File: src/hdl/cs_dev_pkg.sv
// constants, encodings and timing-free layouts for the cycle-steal device
package cs_dev_pkg;
   // channel command codes (immediate command block, bits 0-7)
   localparam logic [7:0] CMD_READ_STATUS = 8'h2F;
   localparam logic [7:0] CMD_PREPARE = 8'h60;
   localparam logic [7:0] CMD_CONTROL = 8'h61;
   localparam logic [7:0] CMD_DEV_RESET = 8'h6F;
   localparam logic [7:0] CMD_START = 8'h70;
   localparam logic [7:0] CMD_START_STS = 8'h7F;
   // instruction condition codes
   localparam logic [2:0] ICC_BUSY = 3'h1;
   localparam logic [2:0] ICC_REJECT = 3'h3;
   localparam logic [2:0] ICC_OK = 3'h7;
   // interrupt condition codes
   localparam logic [2:0] IRQ_CC_PCI = 3'h1;
   localparam logic [2:0] IRQ_CC_EXCEPT = 3'h2;
   localparam logic [2:0] IRQ_CC_DEV_END = 3'h3;
   // control word bits, index into [15:0] (control-word bit 0 is the msb)
   localparam int CW_CHAIN = 15;
   localparam int CW_PCI = 14;
   localparam int CW_SE = 13;
   localparam int CW_BYTE = 7;
   localparam int CW_INPUT = 6;
   localparam int CW_BURST = 0;
   // transfer control block word indexes
   localparam logic [2:0] TCB_CTRL = 3'h0;
   localparam logic [2:0] TCB_P3 = 3'h3;
   localparam logic [2:0] TCB_P4 = 3'h4;
   localparam logic [2:0] TCB_P5 = 3'h5;
   localparam logic [2:0] TCB_COUNT = 3'h6;
   localparam logic [2:0] TCB_DADDR = 3'h7;
   // interrupt status byte bits
   localparam int ISB_SPEC_CHECK = 3;
   localparam int ISB_STORAGE_ERR = 2;
   localparam int ISB_DEV_EXCEPT = 1;
   // residual status block word 1 bits
   localparam int RSB_EOC = 15;
   localparam int RSB_NE = 14;
   localparam int RSB_FLAG = 0;
   localparam logic [2:0] RSB_WORDS = 3'h2;
   // status collection: residual address, residual count, device status
   localparam logic [2:0] STS_WORDS = 3'h3;
   localparam logic [15:0] STS_MAX_COUNT = 16'h0006;
   // device identity and orientation (address value arbitrary)
   localparam logic [7:0] DEV_ADDR = 8'h5A;
   localparam logic WORD_DEVICE = 1'b1;
   localparam logic [15:0] RESADDR_POR_WORD = 16'h0001;
   localparam logic [15:0] RESADDR_POR_BYTE = 16'h0000;
   // register port offsets and control reset value
   localparam logic [7:0] REG_CTRL = 8'h00;
   localparam logic [7:0] REG_STATUS = 8'h04;
   localparam logic [7:0] REG_RESADDR = 8'h08;
   localparam logic [7:0] REG_RESCNT = 8'h0C;
   localparam logic [7:0] REG_DEVSTAT = 8'h10;
   localparam logic [1:0] CTRL_RESET = 2'h3;
   localparam int CTRL_SE_EN = 0;
   localparam int CTRL_PCI_EN = 1;

   typedef enum logic [2:0] {S_IDLE, S_FETCH, S_XFER, S_RSB, S_SSTORE} state_t;
endpackage

File: src/hdl/cs_dev.sv
// device-side cycle-steal engine with direct program transfer commands
//
// The register addresses and the strobed register port are this design's own decisions.
`timescale 1ns/1ps
module cs_dev
   import cs_dev_pkg::*;
(
   // clock and power-on reset
   input wire logic i_ref_clk,
   input wire logic i_rst,
   // other reset sources, one-cycle pulses
   input wire logic i_sys_reset,
   input wire logic i_halt_io,
   input wire logic i_machine_check,
   // direct program transfer command
   input wire logic i_cmd_valid,
   input wire logic [7:0] i_cmd_code,
   input wire logic [15:0] i_cmd_data,
   output logic o_icc_valid,
   output logic [2:0] o_icc,
   output logic [15:0] o_icc_data,
   // cycle-steal storage access
   output logic o_cs_req,
   output logic o_cs_write,
   output logic o_cs_byte,
   output logic [15:0] o_cs_addr,
   output logic [15:0] o_cs_wdata,
   output logic o_burst,
   input wire logic i_cs_grant,
   input wire logic i_cs_error,
   input wire logic [15:0] i_cs_rdata,
   // priority interrupt
   output logic o_irq_req,
   output logic [1:0] o_irq_level,
   input wire logic i_irq_accept,
   output logic o_irq_valid,
   output logic [2:0] o_irq_cc,
   output logic [15:0] o_irq_id,
   // device-side data
   input wire logic i_dev_valid,
   input wire logic [15:0] i_dev_data,
   output logic o_dev_ready,
   output logic o_dev_wstrobe,
   output logic [15:0] o_dev_wdata,
   input wire logic i_dev_exception,
   // register port
   input wire logic [7:0] i_reg_addr,
   input wire logic [15:0] i_reg_wdata,
   input wire logic i_reg_wr,
   input wire logic i_reg_rd,
   output logic [15:0] o_reg_rdata
);

   typedef struct packed {
      state_t st;
      logic [2:0] widx;
      logic sts_op;
      logic busy;
      logic mask;
      logic [1:0] level;
      logic [1:0] ctrl;
      logic [15:0] dcb_addr;
      logic [15:0] cw;
      logic [15:0] p3;
      logic [15:0] p4;
      logic [15:0] p5;
      logic [15:0] cnt;
      logic [15:0] daddr;
      logic [15:0] rescnt;
      logic [15:0] resaddr;
      logic [7:0] interrupt_status_byte;
      logic supp;
      logic irq_pend;
      logic irq_term;
      logic [2:0] irq_cc;
      logic [7:0] irq_info;
      logic icc_valid;
      logic [2:0] icc;
      logic [15:0] icc_data;
      logic cs_req;
      logic cs_write;
      logic cs_byte;
      logic [15:0] cs_addr;
      logic [15:0] cs_wdata;
      logic dev_wstrobe;
      logic [15:0] dev_wdata;
      logic irq_valid;
      logic [2:0] irq_out_cc;
      logic [15:0] irq_out_id;
      logic [15:0] rdata;
   } regs_t;

   regs_t r_reg;
   regs_t r_next;

   function automatic logic is_odd(input logic [15:0] a);
      return a[0];
   endfunction

   function automatic logic [15:0] word_at(input logic [15:0] base, input logic [2:0] idx);
      return base + {12'h000, idx, 1'b0};
   endfunction

   // bytes moved by one data cycle; a trailing odd byte goes as a byte cycle
   function automatic logic [15:0] step_of(input logic byte_mode, input logic [15:0] cnt);
      return (byte_mode || cnt == 16'h0001) ? 16'h0001 : 16'h0002;
   endfunction

   logic abort;
   logic dev_take;
   logic irq_show;
   logic [15:0] xstep;

   assign abort = i_sys_reset | i_halt_io | i_machine_check;
   assign xstep = step_of(r_reg.cw[CW_BYTE], r_reg.cnt);
   // burst keeps the channel, so no interrupt is offered meanwhile
   assign irq_show = r_reg.irq_pend & r_reg.mask & ~o_burst;
   assign dev_take = (r_reg.st == S_XFER) & ~r_reg.cs_req & r_reg.cw[CW_INPUT]
                     & (r_reg.cnt != 16'h0000) & i_dev_valid & ~i_dev_exception;

   always_comb begin
      logic exc;
      logic done_dcb;
      logic [7:0] exc_bits;
      logic raise;
      exc = 1'b0;
      done_dcb = 1'b0;
      exc_bits = 8'h00;
      raise = 1'b0;
      r_next = r_reg;
      r_next.icc_valid = 1'b0;
      r_next.dev_wstrobe = 1'b0;
      r_next.irq_valid = 1'b0;
      r_next.rdata = 16'h0000;

      // register port
      if (i_reg_wr && i_reg_addr == REG_CTRL) begin
         r_next.ctrl = i_reg_wdata[1:0];
      end
      if (i_reg_rd) begin
         unique case (i_reg_addr)
            REG_CTRL: r_next.rdata = {14'h0000, r_reg.ctrl};
            REG_STATUS: r_next.rdata = {8'h00, r_reg.irq_pend, r_reg.mask, r_reg.level,
                                        r_reg.busy, r_reg.st};
            REG_RESADDR: r_next.rdata = r_reg.resaddr;
            REG_RESCNT: r_next.rdata = r_reg.rescnt;
            REG_DEVSTAT: r_next.rdata = {8'h00, r_reg.interrupt_status_byte};
            default: r_next.rdata = 16'h0000;
         endcase
      end

      // direct program transfer: code returned the cycle after the command
      if (i_cmd_valid) begin
         r_next.icc_valid = 1'b1;
         r_next.icc = ICC_OK;
         r_next.icc_data = 16'h0000;
         if (i_cmd_code != CMD_START_STS) begin
            r_next.interrupt_status_byte = 8'h00;
         end
         unique case (i_cmd_code)
            CMD_READ_STATUS: r_next.icc_data = {8'h00, r_reg.interrupt_status_byte};
            CMD_PREPARE: begin
               r_next.mask = i_cmd_data[0];
               r_next.level = i_cmd_data[9:8];
            end
            CMD_CONTROL: begin
               if (i_cmd_data[0] && !r_reg.busy) begin
                  r_next.irq_pend = 1'b1;
                  raise = 1'b1;
                  r_next.irq_term = 1'b0;
                  r_next.irq_cc = IRQ_CC_DEV_END;
                  r_next.irq_info = 8'h00;
               end
            end
            CMD_DEV_RESET: begin
               r_next.busy = 1'b0;
               r_next.irq_pend = 1'b0;
               r_next.st = S_IDLE;
               r_next.cs_req = 1'b0;
               r_next.rescnt = 16'h0000;
            end
            CMD_START, CMD_START_STS: begin
               if (r_reg.busy) begin
                  r_next.icc = ICC_BUSY;
               end else if (is_odd(i_cmd_data)) begin
                  r_next.icc = ICC_REJECT;
               end else begin
                  r_next.icc = ICC_OK;
                  r_next.busy = 1'b1;
                  r_next.irq_pend = 1'b0;
                  r_next.dcb_addr = i_cmd_data;
                  r_next.sts_op = (i_cmd_code == CMD_START_STS);
                  // status block only needs count and address words
                  r_next.widx = (i_cmd_code == CMD_START_STS) ? TCB_COUNT : TCB_CTRL;
                  r_next.supp = 1'b0;
                  r_next.st = S_FETCH;
               end
            end
            default: r_next.icc = ICC_OK;
         endcase
      end

      unique case (r_reg.st)
         S_IDLE: ;
         S_FETCH: begin
            if (!r_reg.cs_req) begin
               r_next.cs_req = 1'b1;
               r_next.cs_write = 1'b0;
               r_next.cs_byte = 1'b0;
               r_next.cs_addr = word_at(r_reg.dcb_addr, r_reg.widx);
               if (!r_reg.sts_op) begin
                  r_next.resaddr = word_at(r_reg.dcb_addr, r_reg.widx);
               end
            end else if (i_cs_grant) begin
               r_next.cs_req = 1'b0;
               if (i_cs_error) begin
                  exc = 1'b1;
                  exc_bits[ISB_STORAGE_ERR] = 1'b1;
               end else begin
                  unique case (r_reg.widx)
                     TCB_CTRL: r_next.cw = i_cs_rdata;
                     TCB_P3: r_next.p3 = i_cs_rdata;
                     TCB_P4: r_next.p4 = i_cs_rdata;
                     TCB_P5: r_next.p5 = i_cs_rdata;
                     TCB_COUNT: begin
                        r_next.cnt = i_cs_rdata;
                        if (!r_reg.sts_op) begin
                           r_next.rescnt = i_cs_rdata;
                        end
                     end
                     TCB_DADDR: r_next.daddr = i_cs_rdata;
                     default: ;
                  endcase
                  r_next.widx = r_reg.widx + 3'h1;
                  if (r_reg.widx == TCB_DADDR && r_reg.sts_op) begin
                     if (r_reg.cnt > STS_MAX_COUNT || is_odd(r_reg.cnt)
                         || is_odd(i_cs_rdata)) begin
                        exc = 1'b1;
                        exc_bits[ISB_SPEC_CHECK] = 1'b1;
                     end else begin
                        r_next.widx = 3'h0;
                        r_next.st = S_SSTORE;
                     end
                  end else if (r_reg.widx == TCB_DADDR) begin
                     if ((r_reg.cw[CW_CHAIN] && is_odd(r_reg.p5))
                         || (r_reg.cw[CW_SE] && is_odd(r_reg.p4))) begin
                        exc = 1'b1;
                        exc_bits[ISB_SPEC_CHECK] = 1'b1;
                     end else begin
                        r_next.st = S_XFER;
                        r_next.supp = 1'b0;
                        if (r_reg.cw[CW_PCI] && r_reg.ctrl[CTRL_PCI_EN]) begin
                           r_next.irq_pend = 1'b1;
                           raise = 1'b1;
                           r_next.irq_term = 1'b0;
                           r_next.irq_cc = IRQ_CC_PCI;
                           r_next.irq_info = r_reg.p3[15:8];
                        end
                     end
                  end
               end
            end
         end
         S_XFER: begin
            if (!r_reg.cs_req) begin
               if (r_reg.cnt == 16'h0000) begin
                  done_dcb = 1'b1;
               end else if (i_dev_exception) begin
                  if (r_reg.cw[CW_SE] && r_reg.ctrl[CTRL_SE_EN]) begin
                     r_next.supp = 1'b1;
                     done_dcb = 1'b1;
                  end else begin
                     exc = 1'b1;
                     exc_bits[ISB_DEV_EXCEPT] = 1'b1;
                  end
               end else if (!r_reg.cw[CW_INPUT] || dev_take) begin
                  r_next.cs_req = 1'b1;
                  r_next.cs_write = r_reg.cw[CW_INPUT];
                  r_next.cs_byte = (xstep == 16'h0001);
                  r_next.cs_addr = r_reg.daddr;
                  r_next.cs_wdata = i_dev_data;
                  r_next.resaddr = r_reg.daddr;
               end
            end else if (i_cs_grant) begin
               r_next.cs_req = 1'b0;
               if (i_cs_error) begin
                  exc = 1'b1;
                  exc_bits[ISB_STORAGE_ERR] = 1'b1;
               end else begin
                  r_next.cnt = r_reg.cnt - xstep;
                  r_next.rescnt = r_reg.rescnt - xstep;
                  r_next.daddr = r_reg.daddr + xstep;
                  if (!r_reg.cw[CW_INPUT]) begin
                     r_next.dev_wstrobe = 1'b1;
                     r_next.dev_wdata = i_cs_rdata;
                  end
               end
            end
         end
         S_RSB: begin
            if (!r_reg.cs_req) begin
               r_next.cs_req = 1'b1;
               r_next.cs_write = 1'b1;
               r_next.cs_byte = 1'b0;
               r_next.cs_addr = word_at(r_reg.p4, r_reg.widx);
               r_next.resaddr = word_at(r_reg.p4, r_reg.widx);
               r_next.cs_wdata = 16'h0000;
               if (r_reg.widx == 3'h0) begin
                  r_next.cs_wdata = r_reg.rescnt;
               end else begin
                  r_next.cs_wdata[RSB_EOC] = ~r_reg.cw[CW_CHAIN];
                  r_next.cs_wdata[RSB_NE] = ~r_reg.supp;
                  r_next.cs_wdata[RSB_FLAG] = r_reg.supp;
               end
            end else if (i_cs_grant) begin
               r_next.cs_req = 1'b0;
               r_next.widx = r_reg.widx + 3'h1;
               if (i_cs_error) begin
                  exc = 1'b1;
                  exc_bits[ISB_STORAGE_ERR] = 1'b1;
               end else if (r_reg.widx == RSB_WORDS - 3'h1) begin
                  done_dcb = 1'b1;
               end
            end
         end
         S_SSTORE: begin
            if (!r_reg.cs_req) begin
               if ({12'h000, r_reg.widx, 1'b0} == r_reg.cnt) begin
                  done_dcb = 1'b1;
               end else begin
                  r_next.cs_req = 1'b1;
                  r_next.cs_write = 1'b1;
                  r_next.cs_byte = 1'b0;
                  r_next.cs_addr = word_at(r_reg.daddr, r_reg.widx);
                  unique case (r_reg.widx)
                     3'h0: r_next.cs_wdata = r_reg.resaddr;
                     3'h1: r_next.cs_wdata = r_reg.rescnt;
                     default: r_next.cs_wdata = {8'h00, r_reg.interrupt_status_byte};
                  endcase
               end
            end else if (i_cs_grant) begin
               r_next.cs_req = 1'b0;
               r_next.widx = r_reg.widx + 3'h1;
               if (i_cs_error) begin
                  exc = 1'b1; // residual address and count untouched
                  exc_bits[ISB_STORAGE_ERR] = 1'b1;
               end
            end
         end
         default: r_next.st = S_IDLE;
      endcase

      // block finished: suppressed status first, then chain or end
      if (done_dcb) begin
         if (r_reg.st == S_XFER && r_reg.cw[CW_SE] && r_reg.ctrl[CTRL_SE_EN]) begin
            r_next.st = S_RSB;
            r_next.widx = 3'h0;
         end else if (!r_reg.sts_op && r_reg.cw[CW_CHAIN]) begin
            r_next.dcb_addr = r_reg.p5;
            r_next.widx = TCB_CTRL;
            r_next.st = S_FETCH;
         end else begin
            r_next.st = S_IDLE;
            r_next.irq_pend = 1'b1;
            raise = 1'b1;
            r_next.irq_term = 1'b1;
            r_next.irq_cc = IRQ_CC_DEV_END;
            r_next.irq_info = 8'h00;
         end
      end
      if (exc) begin
         r_next.st = S_IDLE;
         r_next.cs_req = 1'b0;
         r_next.interrupt_status_byte = r_next.interrupt_status_byte | exc_bits;
         r_next.irq_pend = 1'b1;
         raise = 1'b1;
         r_next.irq_term = 1'b1;
         r_next.irq_cc = IRQ_CC_EXCEPT;
         r_next.irq_info = r_next.interrupt_status_byte;
      end

      // accepted interrupt delivers its code; busy ends only on a terminating one
      if (irq_show && i_irq_accept) begin
         r_next.irq_valid = 1'b1;
         r_next.irq_out_cc = r_reg.irq_cc;
         r_next.irq_out_id = {DEV_ADDR, r_reg.irq_info};
         if (r_reg.irq_term) begin
            r_next.busy = 1'b0;
         end
         // a condition raised in this same cycle must outlive the accept
         if (!raise) begin
            r_next.irq_pend = 1'b0;
         end
      end

      // residual address survives every reset except power-on
      if (abort) begin
         r_next.st = S_IDLE;
         r_next.busy = 1'b0;
         r_next.cs_req = 1'b0;
         r_next.irq_pend = 1'b0;
         r_next.rescnt = 16'h0000;
         if (i_sys_reset || i_halt_io) begin
            r_next.interrupt_status_byte = 8'h00;
         end
      end
   end

   always_ff @(posedge i_ref_clk) begin
      if (i_rst) begin
         r_reg <= '0;
         r_reg.ctrl <= CTRL_RESET;
         r_reg.resaddr <= WORD_DEVICE ? RESADDR_POR_WORD : RESADDR_POR_BYTE;
      end else begin
         r_reg <= r_next;
      end
   end

   assign o_icc_valid = r_reg.icc_valid;
   assign o_icc = r_reg.icc;
   assign o_icc_data = r_reg.icc_data;
   assign o_cs_req = r_reg.cs_req;
   assign o_cs_write = r_reg.cs_write;
   assign o_cs_byte = r_reg.cs_byte;
   assign o_cs_addr = r_reg.cs_addr;
   assign o_cs_wdata = r_reg.cs_wdata;
   assign o_burst = (r_reg.st == S_XFER) & r_reg.cw[CW_BURST];
   assign o_irq_req = irq_show;
   assign o_irq_level = r_reg.level;
   assign o_irq_valid = r_reg.irq_valid;
   assign o_irq_cc = r_reg.irq_out_cc;
   assign o_irq_id = r_reg.irq_out_id;
   assign o_dev_ready = dev_take;
   assign o_dev_wstrobe = r_reg.dev_wstrobe;
   assign o_dev_wdata = r_reg.dev_wdata;
   assign o_reg_rdata = r_reg.rdata;
endmodule

File: config.mk
export PLATFORM = sky130hd
export DESIGN_NAME = cs_dev
export DESIGN_NICKNAME = d
export VERILOG_FILES = /design/src/hdl/cs_dev_pkg.sv /design/src/hdl/cs_dev.sv
export SDC_FILE = /design/constraint.sdc
export NUM_CORES = 1
export LEC_CHECK = 0
export ABC_AREA = 1
export CAP_MARGIN = 20
export CORE_ASPECT_RATIO = 2
export CORE_UTILIZATION = 50
export CTS_BUF_LIST = sky130_fd_sc_hd__clkbuf_4 sky130_fd_sc_hd__clkbuf_8
export CTS_CLUSTER_SIZE = 12
export DETAILED_ROUTE_END_ITERATION = 6
export DONT_BUFFER_PORTS = 1
export SETUP_SLACK_MARGIN = 0.1
export SYNTH_ARGS = -nofsm -noshare
export SYNTH_HDL_FRONTEND = slang
export SYNTH_SLANG_ARGS = --single-unit
File: constraint.sdc
create_clock -name i_ref_clk -period 3.09 [get_ports i_ref_clk]
set_input_delay 0.1545 -clock i_ref_clk [delete_from_list [all_inputs] [get_ports i_ref_clk]]
set_output_delay 0.1545 -clock i_ref_clk [all_outputs]
set_load 0.01 [all_outputs]
Word-level counts from Yosys, hierarchy flattened
Index checks and enable logic that the tools add are counted.
{"block": "op_classes", "n_addsub": 7, "n_lt_le_gt_ge": 1, "n_eq_ne": 43, "mux": 161, "bitwise": 21, "n_reduce_logical": 50}
{"operator": "two-way mux 16 bit", "count": 20}
{"operator": "two-way mux 48 bit", "count": 6}
{"operator": "two-way mux 35 bit", "count": 4}
{"operator": "two-way mux 13 bit", "count": 8}
{"operator": "two-way mux 34 bit", "count": 3}
{"operator": "case mux 16 bit (3 select lines)", "count": 2}
{"operator": "case mux 48 bit (2 select lines)", "count": 1}
{"operator": "two-way mux 14 bit", "count": 6}
{"operator": "case mux 16 bit (5 select lines)", "count": 1}
{"operator": "case mux 19 bit (4 select lines)", "count": 1}
{"operator": "two-way mux 8 bit", "count": 9}
{"operator": "two-way mux 1 bit", "count": 59}
{"operator": "adder 16 x 4 -> 16 bit", "count": 3}
{"operator": "two-way mux 43 bit", "count": 1}
{"operator": "== test 8 x 7 -> 1 bit (second input constant)", "count": 5}
{"operator": "two-way mux 3 bit", "count": 12}
{"operator": "!= test 2 bit (second input constant)", "count": 16}
{"operator": "case mux 16 bit (2 select lines)", "count": 1}
{"operator": "AND reduction 8 bit", "count": 4}
{"operator": "subtractor 16 x 2 -> 16 bit", "count": 2}
{"operator": "two-way mux 6 bit", "count": 5}
{"operator": "AND reduction 5 bit", "count": 5}
{"operator": "two-way mux 20 bit", "count": 1}
{"operator": "two-way mux 18 bit", "count": 1}
{"operator": "other kinds (46)", "count": 107}
{"block": "totals", "ff_bits": 280, "in_bits": 93, "output_inout_bits": 113, "word_cells": 320}

Longest topological paths before layout
Gate-level depths: netlist (run 1).
{"block": "logic_depth", "depth_word": 19, "depth_mapped": 20, "mapped_depth_nobuf": 20}

Least setup slack after synthesis (run 1)
OpenSTA, ideal clock, no wires.
{"block": "synth_timing", "path_type": "reg2reg", "startpoint": "reg r_reg[188] in the netlist's numbering", "endpoint": "reg r_reg[158] in the netlist's numbering", "setup_ps": 132, "arrival_time_ps": 2564, "required_ps": 2958, "setup_slack_ps": 393, "stages_incl_launch_ff": 19, "path_buffers": 0, "period_less_slack_ps": 2697, "cell_sequence": "dfxtp_1 > nor2_1 > nand2_1 > inv_1 > nand2_1 > nor2_1 > nand4_1 > nand2_1 > ha_1 > inv_1 > fa_1 > nor2_1 > nand4_1 > nor2_1 > nand4_1 > o21ai_0 > inv_1 > o21ai_0 > a21oi_1"}
{"block": "synth_between", "elab_chain_len": 8}
{"item": "start, declared", "line_no": "cs_dev.sv:93", "text": "regs_t r_reg;"}
{"item": "start signal, assigned", "line_no": "cs_dev.sv:415", "text": "r_reg <= r_next;"}
{"item": "== test 16 x 1 -> 1 bit", "line_no": "cs_dev.sv:106", "text": "return (byte_mode || cnt == 16'h0001) ? 16'h0001 : 16'h0002;"}
{"item": "logical OR 1 bit", "line_no": "cs_dev.sv:106"}
{"item": "two-way mux 2 bit", "line_no": "cs_dev.sv:106"}
{"item": "subtractor 16 x 2 -> 16 bit", "line_no": "cs_dev.sv:291", "text": "r_next.rescnt = r_reg.rescnt - xstep;"}
{"item": "two-way mux 48 bit", "line_no": "cs_dev.sv:286", "text": "if (i_cs_error) begin"}
{"item": "two-way mux 48 bit", "line_no": "cs_dev.sv:284", "text": "end else if (i_cs_grant) begin"}
{"item": "two-way mux 48 bit", "line_no": "cs_dev.sv:265", "text": "if (!r_reg.cs_req) begin"}
{"item": "case mux 48 bit (2 select lines)", "line_no": "cs_dev.sv:203", "text": "unique case (r_reg.st)"}
Every way passes these cells. The select of a mux whose other input is x is not followed.
A chain may end at the register's enable or synchronous reset.

Final worst setup path (run 1)
Same ends and word-level chain as after synthesis.

==> metrics.csv, run 1 <==
metric,value,unit
status,"finished, violations left",
failing checks,DRC,
Syn. warnings,0,
"Seq/Total Area, Yosys",0.337,
initial antenna violation count,4,
Netlist cell types,55,
cell area after synthesis,15100,um2
Relative slew margins,0.408,
hold slack,14.8,ps
Die Y,248,um
setup TNS,0,ps
worst-skew pair later-pin latency,580,ps
DRT iter0 DRCs,1140,
Post-Synth Simple-Gate Area,0.312,
crit path capture type,flop,
number of global-route vias before repair,15300,
number of cell rows,89,
max reg flops,159,
post-synthesis mux area share,0,
"wirelength, routed",60.7,mm
detailed-router iteration count before antenna repair,7,
CP arrival,3250,ps
Pleak,7.07,nW
CTS Buf Count,39,
CP Launch Type,flop,
Tmin final,2810,ps
Pwr Density,392,nW/um2
"Top FF cell, synth",dfxtp_1,
max-slew violations,0,
xor/xnor share of the synthesized area,0.00812,
nets,2447,
first-pass GRT wire length,89.6,mm
total gr overflow,0,
Area Overhead vs Synth,8.18,%
"slowest stage delay, CP",390,ps
Final setup viols,0,
Synth Area in Compound Gates,0.172,
Vias/cell,5.73,
Initial Utilization,0.510,
number of top-level pins,206,
Post-CTS Setup Inserts,0,
Yosys reg bits,254,
final worst-path cycle share,0.908,
mean post-synth cell area,6.45,um2
H-tree depth,2,
largest net degree at the start of global routing,84,
critical path type,reg -> reg,
"Core Util, Final",0.552,
clock transition at the registers of the reported paths,60,ps
Root Buffer,clkbuf_8,
Hold Crit Class,in -> reg,
Max Freq,0.356,GHz
clk buf depth,3,
hpwl dp,46.1,mm
Routed Antenna Nets,0,
ys async rst share,0,
Synth Instances,2342,
full die area,31000,um2
critical path peak fanout,5,
data required time of the worst path,3530,ps
maximum vdd drop,395,uV
Fin Clk Skew,19.5,ps
layout cell share with drive strength beyond 1,0.0755,
GPL Wtd Cong,1.01,
CORE AREA,29600,um2
GR Util All Layers,0.391,
Post-synth EDFFs,0,
CTS tree,yes,
"Slowest-stage cell, CP",fa_2,
vias,15500,
Final Hold Fails,0,
max_cap viols,0,
WHS Path Cells,3,
Port Buf Inserts,0,
critical-path cell list,nor2_2 > nand2_1 > inv_1 > nand2_1 > nor2_4 > nand4_1 > nand2_2 > ha_1 > inv_1 > fa_2 > nor2_2 > nand4_1 > nor2_1 > buf_4 > nand4_1 > o21ai_1 > inv_1 > o21ai_0 > a21oi_1,
worst-case reg-to-reg path depth,19,
combinational family with the most area after synthesis,simple AND/OR/NAND/NOR gates,
worst-margin pin slew,885,ps
unrepaired setup endpoints after global routing,true,
wire per inst,22.4,um
drc violations,24,
adder-cell area share of the yosys netlist,0.0253,
CTS sink cnt,254,
Die W,125,um
## worst max-delay path: cells and delay by family (launching register included)
kind	cells	cell delay, ps
and+or+nand+nor	10	1170
adders and majority gates	2	550
DFF	1	330
buffers and inverters	4	310
AOI/OAI and AO/OA	3	300
## cell usage after synthesis, drive strengths merged (8+ instances only)
master | count | area share
nand3b | 9 | 0.0045
dfxtp | 254 | 0.34
o211ai | 11 | 0.0055
buf | 148 | 0.069
nor2 | 317 | 0.083
nand3 | 187 | 0.063
inv | 254 | 0.063
a31oi | 24 | 0.0099
xor2 | 13 | 0.0075
a22oi | 8 | 0.0040
nand4 | 26 | 0.011
clkbuf | 48 | 0.012
o22ai | 37 | 0.015
a21oi | 207 | 0.070
o21ai | 177 | 0.059
nor3 | 21 | 0.0080
nand2 | 540 | 0.14
ha | 21 | 0.017
## final cells by class
cell class                 count  area, um2
fill                        3045      13300
multi-input combinational   1647       7920
sequential                   254       5090
timing repair buffer         129       1170
inverter                     256        970
clock buffer                  53        686
tap                          364        455
clock inverter                 4       51.3
antenna                        3       7.51
## placed cells by master, fill, tap and decap left out, drive strengths merged, types with 3 or more instances in the layout
cell | Yosys | final
nand2 | 540 | 540
nor2 | 317 | 317
dfxtp | 254 | 254
inv | 254 | 254
a21oi | 207 | 207
nand3 | 187 | 187
o21ai | 177 | 177
dlygate4sd3 | 0 | 71
buf | 148 | 58
clkbuf | 48 | 53
o22ai | 37 | 37
nand4 | 26 | 26
a31oi | 24 | 24
ha | 21 | 21
nor3 | 21 | 21
xor2 | 13 | 13
conb | 1 | 12
o211ai | 11 | 11
nand3b | 9 | 9
a22oi | 8 | 8
fa | 6 | 6
a211oi | 5 | 5
or2 | 4 | 4
clkinv | 2 | 4
diode | 0 | 3
nor3b | 3 | 3
## logic make-up (layout without fill, tap and decap cells)
| family | count (synthesis) | in the layout |
|---|---|---|
| AND/OR/NAND/NOR | 1112 | 1112 |
| AO/OA/AOI/OAI | 482 | 482 |
| buffers and inverters | 452 | 442 |
| flip-flops | 254 | 254 |
| adder cells (fa/ha/maj) | 27 | 27 |
| XOR/XNOR | 14 | 14 |
| other | 1 | 15 |
## repair_timing
item	CTS	global route
gates resized for setup	1	17
setup endpoints to repair	3	20
hold buffers	72	0
pin swaps	0	1
endpoints found under the hold margin	190	0
## through the flow
stage	worst slack [ps]	power, mW	instance area, um2	cells
after floorplan	393	3.48	15100	2353
after global placement	110	3.50	14800	2577
after detailed placement	91.5	3.50	14800	2578
after CTS	140	6.44	16300	2707
after global routing	32.2	6.57	16300	2710
final	283	6.40	16300	2710
## layer usage
metal / global-route usage / vias to the layer above / wire, um
li1: - / 7493 / -
met1: 0.356 / 7105 / 19900
met2: 0.710 / 630 / 30200
met3: 0.0599 / 288 / 3140
met4: 0.433 / 2 / 7470
met5: 0 / - / 13
## power breakdown
part / leakage (nW) / total (mW) / switching, mW / internal (mW)
sequential: 2.05 / 3.29 / 0.0108 / 3.28
clock: 0.386 / 2.86 / 1.36 / 1.50
combinational: 4.64 / 0.250 / 0.169 / 0.0802
## worst paths after layout
path                            slack, ps       start    endpoint
worst max register to register        280  r_reg[188]  r_reg[158]
worst min register to register        450  r_reg[256]  r_reg[256]
worst min-delay path                   10   i_halt_io  r_reg[125]
worst max-delay path                  280  r_reg[188]  r_reg[158]
No activity file was read; power rests on OpenSTA's default activity.
==> inputs of run 2 (changes only) <==
--- a/config.mk
+++ b/config.mk
@@ -6,13 +6,15 @@
 export NUM_CORES = 1
 export LEC_CHECK = 0
 export ABC_AREA = 1
-export CAP_MARGIN = 20
+export CELL_PAD_IN_SITES_DETAIL_PLACEMENT = 2
+export CELL_PAD_IN_SITES_GLOBAL_PLACEMENT = 2
 export CORE_ASPECT_RATIO = 2
-export CORE_UTILIZATION = 50
+export CORE_UTILIZATION = 36
 export CTS_BUF_LIST = sky130_fd_sc_hd__clkbuf_4 sky130_fd_sc_hd__clkbuf_8
 export CTS_CLUSTER_SIZE = 12
 export DETAILED_ROUTE_END_ITERATION = 6
 export DONT_BUFFER_PORTS = 1
+export PLACE_DENSITY_LB_ADDON = 0.1
 export SETUP_SLACK_MARGIN = 0.1
 export SYNTH_ARGS = -nofsm -noshare
 export SYNTH_HDL_FRONTEND = slang
==> run 2 against run 1 <==
  * Worst setup slack improved by 14 ps
  * Largest cell class unchanged
  * First-iteration DRC count decreased by 48%
  * Via count is 4.4% higher
  * Clock power grew 13%
  * The flow now finishes without violations
  * Non-clock buffer count grew 20
  * Sequential share of layout area is 1.0 points lower
  * Critical path type unchanged
  * Clock skew rose by 11 ps
==> metrics.csv, run 2 (synthesis results as in run 1) <==
metric,value,unit
status,finished clean,
setup TNS,0,ps
Die Y,292,um
layout cell share with drive strength beyond 1,0.0926,
most frequent cells in the layout,"nand2_1, nor2_1, dfxtp_1",
area of the multi-input gates,7950,um2
Reg area,5080,um2
CORE AREA,41300,um2
Area Overhead vs Synth,11.8,%
H-tree depth,2,
first-pass GRT wire length,112,mm
number of global-route vias before repair,18200,
Relative slew margins,0.354,
CP Launch Type,flop,
data required time of the worst path,3610,ps
full die area,42800,um2
Max Freq,0.358,GHz
clk buf depth,3,
unrepaired setup endpoints after global routing,true,
"wirelength, routed",75.6,mm
Filler Cell Count,5032,
maximum vdd drop,261,uV
max reg flops,159,
Hold Crit Class,in -> reg,
Setup Slack @ Placement,-50.0,ps
number of cell rows,105,
nets,2469,
GR Util All Layers,0.353,
initial antenna violation count,4,
CTS Buf Count,41,
"commonest non-fill, non-tap cell in the layout",nand2_1,
Final setup viols,0,
largest net degree at the start of global routing,139,
max_cap viols,0,
CTS tree,yes,
final worst-path cycle share,0.904,
DRT iter0 DRCs,592,
CP arrival,3310,ps
vias,16200,
hpwl dp,57.4,mm
wire per inst,25.9,um
critical path peak fanout,7,
worst-margin pin slew,966,ps
crit path capture type,flop,
Fin Clk Skew,30.4,ps
GPL Wtd Cong,0.973,
Final Hold Fails,0,
worst-skew pair later-pin latency,620,ps
critical path type,reg -> reg,
Tmin final,2790,ps
Die W,147,um
detailed-router iteration count before antenna repair,5,
number of top-level pins,206,
Pwr Density,403,nW/um2
worst setup margin,297,ps
Pleak,7.26,nW
Root Buffer,clkbuf_8,
CTS sink cnt,254,
Routed Antenna Nets,0,
Port Buf Inserts,0,
Vias/cell,5.56,
total gr overflow,0,
clock transition at the registers of the reported paths,60,ps
drc violations,0,
Initial Utilization,0.366,
max-slew violations,0,
[run 2: cell types whose count changed in the layout (fill, tap and decap cells not counted), moves of 5 or more]
cell / previous run / this run
buf_4: 55 / 73
nor2_1: 301 / 293
nand2_2: 7 / 12
clkbuf_4: 7 / 14
nor2_2: 8 / 13
nand2_1: 528 / 523
[run 2: worst paths after layout]
path / from / to / slack [ps] / cells after the start
worst max-delay path: r_reg[283] / o_cs_addr[5] / 300 / 8
worst min-delay path: i_reg_addr[7] / o_reg_rdata[0] / 5 / 7
worst max register to register: r_reg[283] / o_cs_addr[5] / 300 / 8
worst min register to register: r_reg[241] / r_reg[241] / 470 / 2
[run 2: where the power goes]
part           total (mW)  internal (mW)  switching (mW)
registers            3.29           3.28          0.0102
clock network        3.24           1.70            1.53
logic               0.278         0.0868           0.191
[run 2: per-layer routing]
layer / GRT usage / wire length [um]
met1: 0.316 / 24900
met4: 0.346 / 8480
met5: 0 / 0
met3: 0.0422 / 2320
met2: 0.665 / 39900
[run 2: final cells by class]
type                    instances  share of cell area
multi-input cells            1647               0.471
repair buffers                149              0.0792
well taps                     535              0.0397
clock inverters                 8             0.00497
diodes                          2            0.000296
clock buffers                  63              0.0462
flip-flops and latches        254               0.301
inverters                     256              0.0574
[run 2: timing repair]
action / in CTS / in global routing
hold buffers: 74 / 0
setup endpoints to repair: 15 / 53
setup buffers: 0 / 1
pin swaps: 0 / 6
endpoints found under the hold margin: 202 / 0
gates resized for setup: 7 / 23
[run 2: stage by stage]
step	cells	power, mW	util	area (um2)	hold WS [ps]
floorplan	2353	3.48	-	15100	268
global placement	2766	3.50	0.368	15200	230
detailed placement	2766	3.51	0.368	15200	232
CTS	2911	6.86	0.407	16800	4.77
global route	2913	7.02	0.409	16900	43.0
finish	2914	6.81	0.409	16900	4.83
[run 2: critical path, cell delays in order, from the launching register on]
cell	delay, ps
dfxtp_1	460
ha_1	510
nand2_1	110
a21oi_1	390
nor2_1	110
o21ai_0	720
nand3b_1	220
nand2_1	60
a21oi_1	110
